==> src/rtl/pstm_cfg.svh <==
// Constants for the panel self-test mode controller.
// Assumes inclusion by bare name; holds definitions only.
`ifndef PSTM_CFG_SVH
`define PSTM_CFG_SVH

// Clock rate of clk_sys in MHz
`define PSTM_CLK_MHZ 100
// Pattern interval, seconds
`define PSTM_PAT_SEC 2
// Black hold before factory test, seconds
`define PSTM_BLACK_SEC 5
// Pattern interval in cycles
`define PSTM_PAT_CYC (`PSTM_PAT_SEC * 1000000 * `PSTM_CLK_MHZ)
// Black hold in cycles
`define PSTM_BLACK_CYC (`PSTM_BLACK_SEC * 1000000 * `PSTM_CLK_MHZ)
// Link clock stopped timeout, nanoseconds
`define PSTM_STOP_NS 1000
// Stop timeout in cycles
`define PSTM_STOP_CYC (`PSTM_STOP_NS * `PSTM_CLK_MHZ / 1000)
// Number of test patterns
`define PSTM_NUM_PAT 5
// Reset pattern index
`define PSTM_PAT_RST 3'h0

`endif

==> src/rtl/pstm_pkg.sv <==
// Types for the panel self-test mode controller.
// Assumes the constants header is on the include path.
package pstm_pkg;

	// Operating behaviour shown on the panel
	typedef enum logic [2:0] {
		PSTM_NORMAL,
		PSTM_PROTECT,
		PSTM_TRANS,
		PSTM_FACTORY,
		PSTM_SELFTEST
	} pstm_mode_t;

endpackage
==> src/rtl/pstm_act_if.sv <==
// Interface carrying link activity from detector to mode control.
// Assumes both ends run on clk_sys.
`timescale 1ns/100ps
interface pstm_act_if;
	logic link_active;
	logic link_edge;

	modport det (output link_active, output link_edge);
	modport ctl (input link_active, input link_edge);
endinterface

==> src/rtl/pstm_link_det.sv <==
// Link clock activity detector.
// Assumes link_clock_pos is asynchronous to clk_sys.
`timescale 1ns/100ps
`include "pstm_cfg.svh"
module pstm_link_det import pstm_pkg::*; (
	input wire logic clk_sys,
	input wire logic rst_n,
	input wire logic link_clock_pos,
	pstm_act_if.det act
);

	typedef struct packed {
		logic sync1;
		logic sync2;
		logic prev;
		logic [31:0] idle_cnt;
		logic active;
		logic edge_seen;
	} pstm_det_t;

	pstm_det_t st_r;
	pstm_det_t st_nxt;

	// Synchronise pin, find edges, time out when none arrive
	always_comb begin
		st_nxt = st_r;
		st_nxt.sync1 = link_clock_pos;
		st_nxt.sync2 = st_r.sync1;
		st_nxt.prev = st_r.sync2;
		st_nxt.edge_seen = st_r.sync2 ^ st_r.prev;
		if (st_nxt.edge_seen) begin
			st_nxt.idle_cnt = 32'h0;
			st_nxt.active = 1'b1;
		end else if (st_r.idle_cnt >= 32'(`PSTM_STOP_CYC - 1)) begin
			st_nxt.active = 1'b0;
		end else begin
			st_nxt.idle_cnt = st_r.idle_cnt + 32'h1;
		end
	end

	always_ff @(posedge clk_sys or negedge rst_n) begin
		if (!rst_n) begin
			st_r <= '0;
		end else begin
			st_r <= st_nxt;
		end
	end

	assign act.link_active = st_r.active;
	assign act.link_edge = st_r.edge_seen;

endmodule

==> src/rtl/pstm_mode_ctl.sv <==
// Panel self-test mode control: chooses display behaviour.
// Assumes pins from the host are asynchronous to clk_sys.
// Assumes clk_sys keeps running while the link clock is stopped,
// since every interval is timed on it alone.
//
// Behaviour
// - Self-test cycles five internal images, two seconds each.
// - Self-test only with request pin high and link clock stopped.
// - Request low, clock running: show host video.
// - Request low, clock stopped: show black.
// - Request rising during normal video keeps normal video.
// - Request high, clock running, not from normal: black 5 s, factory.
`timescale 1ns/100ps
`include "pstm_cfg.svh"
module pstm_mode_ctl import pstm_pkg::*; #(
	parameter int unsigned PAT_CYC = `PSTM_PAT_CYC,
	parameter int unsigned BLACK_CYC = `PSTM_BLACK_CYC
) (
	input wire logic clk_sys,
	input wire logic rst_n,
	input wire logic self_test_request_pin,
	input wire logic link_clock_pos,
	input wire logic link_clock_neg,
	output logic show_host_video,
	output logic show_black,
	output logic factory_test,
	output logic self_test_active,
	output logic [2:0] pattern_index,
	output logic [2:0] mode
);

	// ------------------------------------------------------------
	// Link activity
	// ------------------------------------------------------------
	pstm_act_if act ();

	pstm_link_det u_det (
		.clk_sys(clk_sys),
		.rst_n(rst_n),
		.link_clock_pos(link_clock_pos),
		.act(act)
	);

	// ------------------------------------------------------------
	// State
	// ------------------------------------------------------------
	typedef struct packed {
		logic req_s1;
		logic req_s2;
		pstm_mode_t mode;
		logic [31:0] tmr;
		logic [2:0] pat;
		logic video;
		logic black;
		logic factory;
		logic selftest;
	} pstm_ctl_t;

	pstm_ctl_t st_r;
	pstm_ctl_t st_nxt;

	// Negative leg is only the complement; steady level is host's duty
	logic unused_neg;
	assign unused_neg = link_clock_neg;

	// ------------------------------------------------------------
	// Input decode
	// ------------------------------------------------------------
	// Synchronised request level and link activity
	logic req;
	logic run;
	// One flag per cell of the operating mode table
	logic in_video;
	logic in_protect;
	logic in_selftest;
	logic in_trans;
	// Interval ends, timed on clk_sys and never on the link clock
	logic black_done;
	logic pat_done;
	logic pat_last;

	// Request has passed two stages; a fresh edge also counts as running
	assign req = st_r.req_s2;
	assign run = act.link_active || act.link_edge;
	// Table cells: request level against link activity
	assign in_video = !req && run;
	assign in_protect = !req && !run;
	assign in_selftest = req && !run;
	assign in_trans = req && run;
	// Interval ends on the internal time base
	assign black_done = (st_r.tmr >= BLACK_CYC - 32'h1);
	assign pat_done = (st_r.tmr >= PAT_CYC - 32'h1);
	assign pat_last = (st_r.pat == 3'(`PSTM_NUM_PAT - 1));

	// ------------------------------------------------------------
	// Mode selection and pattern timing
	// ------------------------------------------------------------
	// Inputs re-evaluated every cycle from every state
	always_comb begin
		st_nxt = st_r;
		st_nxt.req_s1 = self_test_request_pin;
		st_nxt.req_s2 = st_r.req_s1;
		st_nxt.tmr = st_r.tmr + 32'h1;
		case (st_r.mode)
			PSTM_NORMAL: begin
				// Request rising with video running is ignored
				if (in_protect) begin
					st_nxt.mode = PSTM_PROTECT;
				end else if (in_selftest) begin
					st_nxt.mode = PSTM_SELFTEST;
					st_nxt.tmr = 32'h0;
					st_nxt.pat = `PSTM_PAT_RST;
				end else begin
					st_nxt.mode = PSTM_NORMAL;
				end
			end

			PSTM_PROTECT: begin
				// Black until the inputs name another cell
				if (in_video) begin
					st_nxt.mode = PSTM_NORMAL;
				end else if (in_selftest) begin
					st_nxt.mode = PSTM_SELFTEST;
					st_nxt.tmr = 32'h0;
					st_nxt.pat = `PSTM_PAT_RST;
				end else if (in_trans) begin
					st_nxt.mode = PSTM_TRANS;
					st_nxt.tmr = 32'h0;
				end
			end

			PSTM_TRANS: begin
				// Black hold, then factory test
				if (in_video) begin
					st_nxt.mode = PSTM_NORMAL;
				end else if (in_protect) begin
					st_nxt.mode = PSTM_PROTECT;
				end else if (in_selftest) begin
					st_nxt.mode = PSTM_SELFTEST;
					st_nxt.tmr = 32'h0;
					st_nxt.pat = `PSTM_PAT_RST;
				end else if (black_done) begin
					st_nxt.mode = PSTM_FACTORY;
				end
			end

			PSTM_FACTORY: begin
				// Held while request high and link running
				if (in_video) begin
					st_nxt.mode = PSTM_NORMAL;
				end else if (in_protect) begin
					st_nxt.mode = PSTM_PROTECT;
				end else if (in_selftest) begin
					st_nxt.mode = PSTM_SELFTEST;
					st_nxt.tmr = 32'h0;
					st_nxt.pat = `PSTM_PAT_RST;
				end
			end

			PSTM_SELFTEST: begin
				// Rotate patterns until the inputs change
				if (in_video) begin
					st_nxt.mode = PSTM_NORMAL;
				end else if (in_protect) begin
					st_nxt.mode = PSTM_PROTECT;
				end else if (in_trans) begin
					st_nxt.mode = PSTM_TRANS;
					st_nxt.tmr = 32'h0;
				end else if (pat_done) begin
					st_nxt.tmr = 32'h0;
					if (pat_last) begin
						st_nxt.pat = `PSTM_PAT_RST;
					end else begin
						st_nxt.pat = st_r.pat + 3'h1;
					end
				end
			end

			default: begin
				// Unused codes fall back to the safe black screen
				st_nxt.mode = PSTM_PROTECT;
			end
		endcase
		// Outputs decoded ahead so they leave flip-flops directly
		st_nxt.video = (st_nxt.mode == PSTM_NORMAL);
		st_nxt.black = (st_nxt.mode == PSTM_PROTECT) ||
			(st_nxt.mode == PSTM_TRANS);
		st_nxt.factory = (st_nxt.mode == PSTM_FACTORY);
		st_nxt.selftest = (st_nxt.mode == PSTM_SELFTEST);
	end

	// ------------------------------------------------------------
	// State register
	// ------------------------------------------------------------
	// Reset shows black protection
	always_ff @(posedge clk_sys or negedge rst_n) begin
		if (!rst_n) begin
			st_r <= '0;
			st_r.mode <= PSTM_PROTECT;
			st_r.black <= 1'b1;
		end else begin
			st_r <= st_nxt;
		end
	end

	// ------------------------------------------------------------
	// Outputs
	// ------------------------------------------------------------
	// Every output is a field of the state register
	assign show_host_video = st_r.video;
	assign show_black = st_r.black;
	assign factory_test = st_r.factory;
	assign self_test_active = st_r.selftest;
	assign pattern_index = st_r.pat;
	assign mode = st_r.mode;

endmodule

==> config.mk <==
export PLATFORM = sky130hd
export DESIGN_NAME = pstm_mode_ctl
export DESIGN_NICKNAME = d
export VERILOG_FILES = /design/src/rtl/pstm_pkg.sv /design/src/rtl/pstm_act_if.sv /design/src/rtl/pstm_link_det.sv /design/src/rtl/pstm_mode_ctl.sv
export VERILOG_INCLUDE_DIRS = /design/src /design/src/rtl
export SDC_FILE = /design/constraint.sdc
export NUM_CORES = 1
export LEC_CHECK = 0
export BUFFER_PORTS_ARGS = -buffer_cell sky130_fd_sc_hd__buf_2
export CAP_MARGIN = 20
export CORE_MARGIN = 3
export CORE_UTILIZATION = 55
export CTS_CLUSTER_DIAMETER = 60
export DETAILED_ROUTE_END_ITERATION = 10
export PLACE_DENSITY_LB_ADDON = 0.2
export SLEW_MARGIN = 20
export SYNTH_ARGS = -nofsm -noshare
export SYNTH_HDL_FRONTEND = slang
export SYNTH_SLANG_ARGS = --single-unit
==> constraint.sdc <==
create_clock -name clk_sys -period 5.25 [get_ports clk_sys]
set_input_delay 0 -clock clk_sys [delete_from_list [all_inputs] [get_ports clk_sys]]
set_output_delay 0 -clock clk_sys [all_outputs]
set_load 0.01 [all_outputs]
==> flow_metrics.env, run 1 <==
export IMPL_run_status="completed"
export IMPL_wl_per_cell_um=14.0
export IMPL_fp_dieW_um=88.4
export IMPL_dr_pass1_iters=4
export IMPL_reg2reg_depth=6
export IMPL_report_final_hold_viol_count=0
export IMPL_r2r_slack_ns=2.71
export IMPL_final_util_pct=62.9
export IMPL_ctsRootBufferMaster="clkbuf_8"
export IMPL_reg2reg_to="st_r[36]"
export IMPL_insertion_delay_ns=0.35
export IMPL_ant_nets=0
export IMPL_post_cts_repair_setup_buffers=0
export IMPL_core_area_um2=6460
export IMPL_drcViolationCount=0
export IMPL_p_comb_share_pct=7.8
export IMPL_maxCapViolCount=0
export IMPL_ios=15
export IMPL_p_int_mw=0.934
export IMPL_endpoint_kind="register"
export IMPL_initial_core_util_pct=57.8
export IMPL_p_sw_mw=0.350
export IMPL_setup_violations_final=0
export IMPL_routed_via_density=5.67
export IMPL_min_period_ns=2.54
export IMPL_syn_inst=350
export IMPL_antenna_cells=0
export IMPL_syn_nets=359
export IMPL_gp_congestion=0.792
export IMPL_path_clk_slew_ns=0.09
export IMPL_worstPathArrival_ns=2.74
export IMPL_slew_headroom_pct=35.4
export IMPL_port_buffers=13
export IMPL_synthToLayoutAreaGrowth_pct=8.85
export IMPL_yosys_warnings=0
export IMPL_maxSlewViolCount=0
export IMPL_grt_pass1_vias=2408
export IMPL_power_frac_seq_pct=54.0
export IMPL_rsz0062_at_grt="no"
export IMPL_synthesis_area_um2=3730
export IMPL_syn_area_per_cell_um2=10.7
export IMPL_numCtsBuffers=9
export IMPL_async_reset_ff_share_pct=100
export IMPL_synth_main_ff_cell="dfrtp_1"
export IMPL_grt_overflow=0
export IMPL_tightest_slew_ns=0.970
export IMPL_hold_class="in -> reg"
export IMPL_critPathMaxFanout=32
export IMPL_rows=29
export IMPL_dieArea_um2=7810
export IMPL_hpwl_um=4060
export IMPL_synth_edf_count=0
export IMPL_holdWs_ns=0.288
export IMPL_drive_gt1_share_pct=11.6
export IMPL_power_density_nw_per_um2=316
export IMPL_cts_tree="built"
export IMPL_holdPathStages=2
export IMPL_clock_fmax_ghz=0.393
export IMPL_yosysSeqAreaShare_pct=54.4
export IMPL_worstHoldStart="link_clock_pos"
export IMPL_rr_startpoint="st_r[7]"
export IMPL_vdd_drop_max_mv=0.226
export IMPL_required_ns=5.44
export IMPL_post_synth_num_cell_types=49
export IMPL_min_to="u_det.st_nxt[35]"
export IMPL_grt_max_degree=82
export IMPL_power_leakage_nw=1.99
export IMPL_die_h_um=88.4
export IMPL_final_setup_tns_ns=0
export IMPL_grt_util_all_layers_pct=18.3
export IMPL_crit_type="reg -> reg"
export IMPL_drt_initial_drc_count=129
export IMPL_fin_nets=374
export IMPL_ys_ff_latch=81
export IMPL_numClockSinks=81
export IMPL_switching_share_pct=27.3
export IMPL_via_count=2536
export IMPL_cts_buffer_depth=2
export IMPL_htreeDepth=3
export IMPL_wl_um=6260
export IMPL_clkPwrFrac_pct=38.2
export IMPL_fin_crit_sh_pct=48.4
export IMPL_antenna_found_initial=0
export IMPL_crit_path_start_kind="register"
export IMPL_grt_first_pass_wirelength_um=11200
export IMPL_skew_ns=0.00684
## cells in the final DEF, fill, tap and decap left out, types with 4 or more instances in the layout
master	n
nand2_1	23
a21oi_1	6
buf_2	12
nand3_1	20
dfrtp_1	79
and3_1	5
or3_1	5
xor2_1	24
ha_1	4
clkbuf_8	9
nor3_1	4
o211ai_1	4
a211oi_1	4
xnor2_1	8
mux2i_1	4
nand4_1	14
nor4_1	10
nor2_1	47
and2_1	25
o21ai_0	4
inv_1	10
## critical path: stages, from the launching register on
cell and delay, ns:
dfrtp_1 0.40, ha_1 0.22, nand4_1 0.27, o211ai_1 0.40, a211oi_2 0.16, a41oi_4 0.80, nor2_1 0.13
## flip-flops by register name, summed over array words and instances, names as in the netlist
register and cells:
u_det.st_nxt 2, self_test_active 1, u_det.st_r 33, u_det.act.link_active 1, st_nxt 1, mode 3
show_host_video 1, show_black 1, factory_test 1, u_det.act.link_edge 1, pattern_index 3, st_r 32
req 1
## cell families after synthesis
group | after synthesis | synth area share (%)
and+or+nand+nor | 173 | 25.2
DFF | 81 | 54.4
xor gates and xnor gates | 33 | 7.74
adders and majority gates | 4 | 1.34
AOI/OAI and AO/OA | 30 | 6.33
buffers and inverters | 24 | 3.69
muxes | 5 | 1.37
## area by class of cell
class                   instances  area [um^2]
repair buffers                 18          113
fillers                       516         2390
multi-input cells             245         1570
well taps                      77         96.3
flip-flops and latches         81         2030
clock inverters                 7         90.1
inverters                      10         37.5
clock buffers                   9          124
## power groups by stage
stage	sequential, mW	combinational (mW)	clock, mW
after floorplan	0.698	0.0731	0
after CTS	0.694	0.103	0.503
after detailed placement	0.706	0.102	0
after global placement	0.704	0.0967	0
final	0.694	0.100	0.490
after global routing	0.701	0.118	0.529
## synth_stat cells (5+ instances only)
cell type,instances,area [um^2]
dfrtp_1,79,1980
nor2_1,47,176
and2_1,25,156
xor2_1,24,210
nand2_1,23,86.3
nand3_1,20,100
nand4_1,14,87.6
inv_1,10,37.5
nor4_1,10,62.6
xnor2_1,9,78.8
a21oi_1,6,30.0
buf_4,6,45.0
and3_1,5,31.3
or3_1,5,31.3
## worst max path at each step
stage	from	to	slack, ns	cells past startpoint
after global placement	st_r[7]	st_r[32]	2.72	6
after detailed placement	st_r[7]	st_r[36]	2.67	6
after global routing	st_r[7]	st_r[27]	2.44	6
final	st_r[7]	st_r[36]	2.71	6
after floorplan	st_r[7]	st_r[12]	3.45	7
after CTS	st_r[7]	st_r[36]	2.64	6
## through the flow
step | instances | area [um^2] | setup WS (ns) | power [mW]
global route | 447 | 4060 | 2.44 | 1.35
CTS | 447 | 4060 | 2.64 | 1.30
detailed placement | 428 | 3820 | 2.67 | 0.808
floorplan | 350 | 3730 | 3.45 | 0.771
global placement | 428 | 3820 | 2.72 | 0.801
finish | 447 | 4060 | 2.71 | 1.28
## per-layer routing
layer | vias up | wire length, um | global-route usage [%]
met4 | 0 | 41 | 4.53
li1 | 1241 | - | -
met1 | 1257 | 3000 | 24.8
met2 | 32 | 3020 | 28.6
met5 | - | 0 | 0
met3 | 6 | 202 | 6.15
## timing repair
item	in CTS	in global routing
endpoints found under the hold margin	81	0
hold buffers	3	0
gates resized for setup	0	0
Note: power is estimated with default switching activity, not from simulation.
==> inputs of run 2 (changes only) <==
clock period = 2.59 ns   (was 5.25 ns; I/O delays follow)
==> run 2 against run 1 <==
Compared with the run above: first-iteration DRC count increased by 23%; core utilization about the same; wire length decreased by 1.0%; critical path type unchanged; critical endpoint is now st_r[16]; largest cell class unchanged.
==> flow_metrics.env, run 2 (same netlist as run 1, synthesis figures left out) <==
export IMPL_run_status="completed"
export IMPL_cts_tree="built"
export IMPL_grt_max_degree=82
export IMPL_crit_type="reg -> reg"
export IMPL_mostFrequentLayoutCell="dfrtp_1"
export IMPL_largest_register="u_det.st_r"
export IMPL_power_mw=2.51
export IMPL_design_area_um2=4070
export IMPL_vdd_drop_max_mv=0.447
export IMPL_cts_repair_resized=0
export IMPL_ctsRootBufferMaster="clkbuf_8"
export IMPL_cpMaxStageDelayCell="o211ai_1"
export IMPL_grt_overflow=0
export IMPL_power_leakage_nw=1.99
export IMPL_finalWorstSetupSlack_ns=0.463
export IMPL_worstPathArrival_ns=2.36
export IMPL_maxSlewViolCount=0
export IMPL_place_ws_ns=0.470
export IMPL_tightest_slew_ns=0.973
export IMPL_drive_gt1_share_pct=11.9
export IMPL_register_area_um2=2030
export IMPL_port_buffers=13
export IMPL_maxCapViolCount=0
export IMPL_htreeDepth=3
export IMPL_ant_nets=0
export IMPL_slew_headroom_pct=35.2
export IMPL_ios=15
export IMPL_cts_buffer_depth=2
export IMPL_die_h_um=88.4
export IMPL_endpoint_kind="register"
export IMPL_synthToLayoutAreaGrowth_pct=8.88
export IMPL_skew_ns=0.00817
export IMPL_nFillCells=508
export IMPL_critPathMaxFanout=32
export IMPL_dpl_cell_area_um2=3840
export IMPL_initial_core_util_pct=57.8
export IMPL_grt_pass1_vias=2352
export IMPL_drt_initial_drc_count=159
export IMPL_hold_class="in -> reg"
export IMPL_critPathMaxStageDelay_ns=0.42
export IMPL_gp_congestion=0.784
export IMPL_grt_first_pass_wirelength_um=10900
export IMPL_wl_per_cell_um=13.8
export IMPL_post_cts_repair_setup_buffers=0
export IMPL_grt_util_all_layers_pct=17.8
export IMPL_insertion_delay_ns=0.36
export IMPL_via_count=2474
export IMPL_power_density_nw_per_um2=618
export IMPL_path_clk_slew_ns=0.09
export IMPL_reg_largest_list="u_det.st_r: 33 flops, st_r: 32 flops"
export IMPL_rows=29
export IMPL_core_area_um2=6460
export IMPL_clock_fmax_ghz=0.470
export IMPL_path_cells="ha_1 -> nand4_1 -> o211ai_1 -> a211oi_2 -> a41oi_4 -> buf_12 -> a21oi_1"
export IMPL_multi_input_area_um2=1570
export IMPL_antenna_found_initial=0
export IMPL_min_period_ns=2.13
export IMPL_fin_nets=375
export IMPL_antenna_cells=0
export IMPL_required_ns=2.82
export IMPL_final_setup_tns_ns=0
export IMPL_numClockSinks=81
export IMPL_rsz0062_at_grt="no"
export IMPL_drcViolationCount=0
export IMPL_report_final_hold_viol_count=0
export IMPL_fp_dieW_um=88.4
export IMPL_dieArea_um2=7810
export IMPL_fin_crit_sh_pct=82.1
export IMPL_setup_violations_final=0
export IMPL_wl_um=6190
export IMPL_crit_path_start_kind="register"
export IMPL_dr_pass1_iters=4
export IMPL_numCtsBuffers=9
export IMPL_final_cell_mix="79 x dfrtp_1, 47 x nor2_1, 25 x and2_1"
export IMPL_largest_reg_flops=33
export IMPL_hpwl_um=4050
export IMPL_routed_via_density=5.52
## run 2: cell count changes in the layout (fill, tap and decap cells not counted)
cell / previous run / this run
bufinv_16: 1 / 0
inv_8: 3 / 0
clkinv_4: 0 / 1
buf_12: 0 / 1
inv_6: 3 / 4
clkbuf_8: 9 / 11
## run 2: timing repair
item / CTS / global route
hold endpoints to repair: 81 / 0
endpoints found under the setup margin: 0 / 0
hold buffers: 3 / 0
## run 2: cell type report
| cell class | instances | area share (%) |
|---|---|---|
| flip-flops and latches | 81 | 49.9 |
| clock inverters | 5 | 1.08 |
| repair buffers | 19 | 3.26 |
| multi-input cells | 245 | 38.7 |
| inverters | 10 | 0.923 |
| clock buffers | 11 | 3.72 |
| well taps | 77 | 2.37 |
## run 2: critical path, delay by kind of cell, from the launching register on
family	cells	cell delay (ns)
flip-flops	1	0.39
buffers and inverters	1	0.21
AND/OR/NAND/NOR	1	0.27
adder cells (fa/ha/maj)	1	0.22
AO/OA/AOI/OAI	4	0.90
## run 2: per-layer routing
| metal | GRT usage, % | vias to the layer above | part of all wire (%) |
|---|---|---|---|
| met1 | 23.8 | 1197 | 49 |
| li1 | - | 1238 | - |
| met4 | 5.77 | 0 | 1.4 |
| met5 | 0 | - | 0 |
| met3 | 5.31 | 12 | 2.9 |
| met2 | 28.1 | 27 | 47 |
## run 2: where the power goes
group / switching (mW) / internal [mW] / leakage, nW / total [mW]
Clock: 0.487 / 0.416 / 0.101 / 0.904
Sequential: 0.0733 / 1.33 / 1.08 / 1.41
Combinational: 0.117 / 0.0858 / 0.804 / 0.203
## run 2: final timing paths
kind	depth (start not counted)	slack (ns)	start	endpoint
min	2	0.27	self_test_request_pin	st_nxt[42]
max reg2reg	7	0.46	st_r[7]	st_r[16]
min reg2reg	0	0.36	u_det.st_nxt[35]	u_det.st_nxt[34]
min in group asynchronous	2	0.34	rst_n	mode[1]
max	7	0.46	st_r[7]	st_r[16]
max in group asynchronous	2	1.63	rst_n	u_det.st_r[28]
## run 2: through the flow
step | hold WS [ns] | std cells | utilization, %
4_1_cts | 0.252 | 448 | 62.9
2_1_floorplan | -0.296 | 350 | -
3_5_place_dp | 0.110 | 429 | 59.5
6_report | 0.274 | 448 | 62.9
3_3_place_gp | 0.108 | 429 | 59.5
5_1_grt | 0.274 | 448 | 62.9
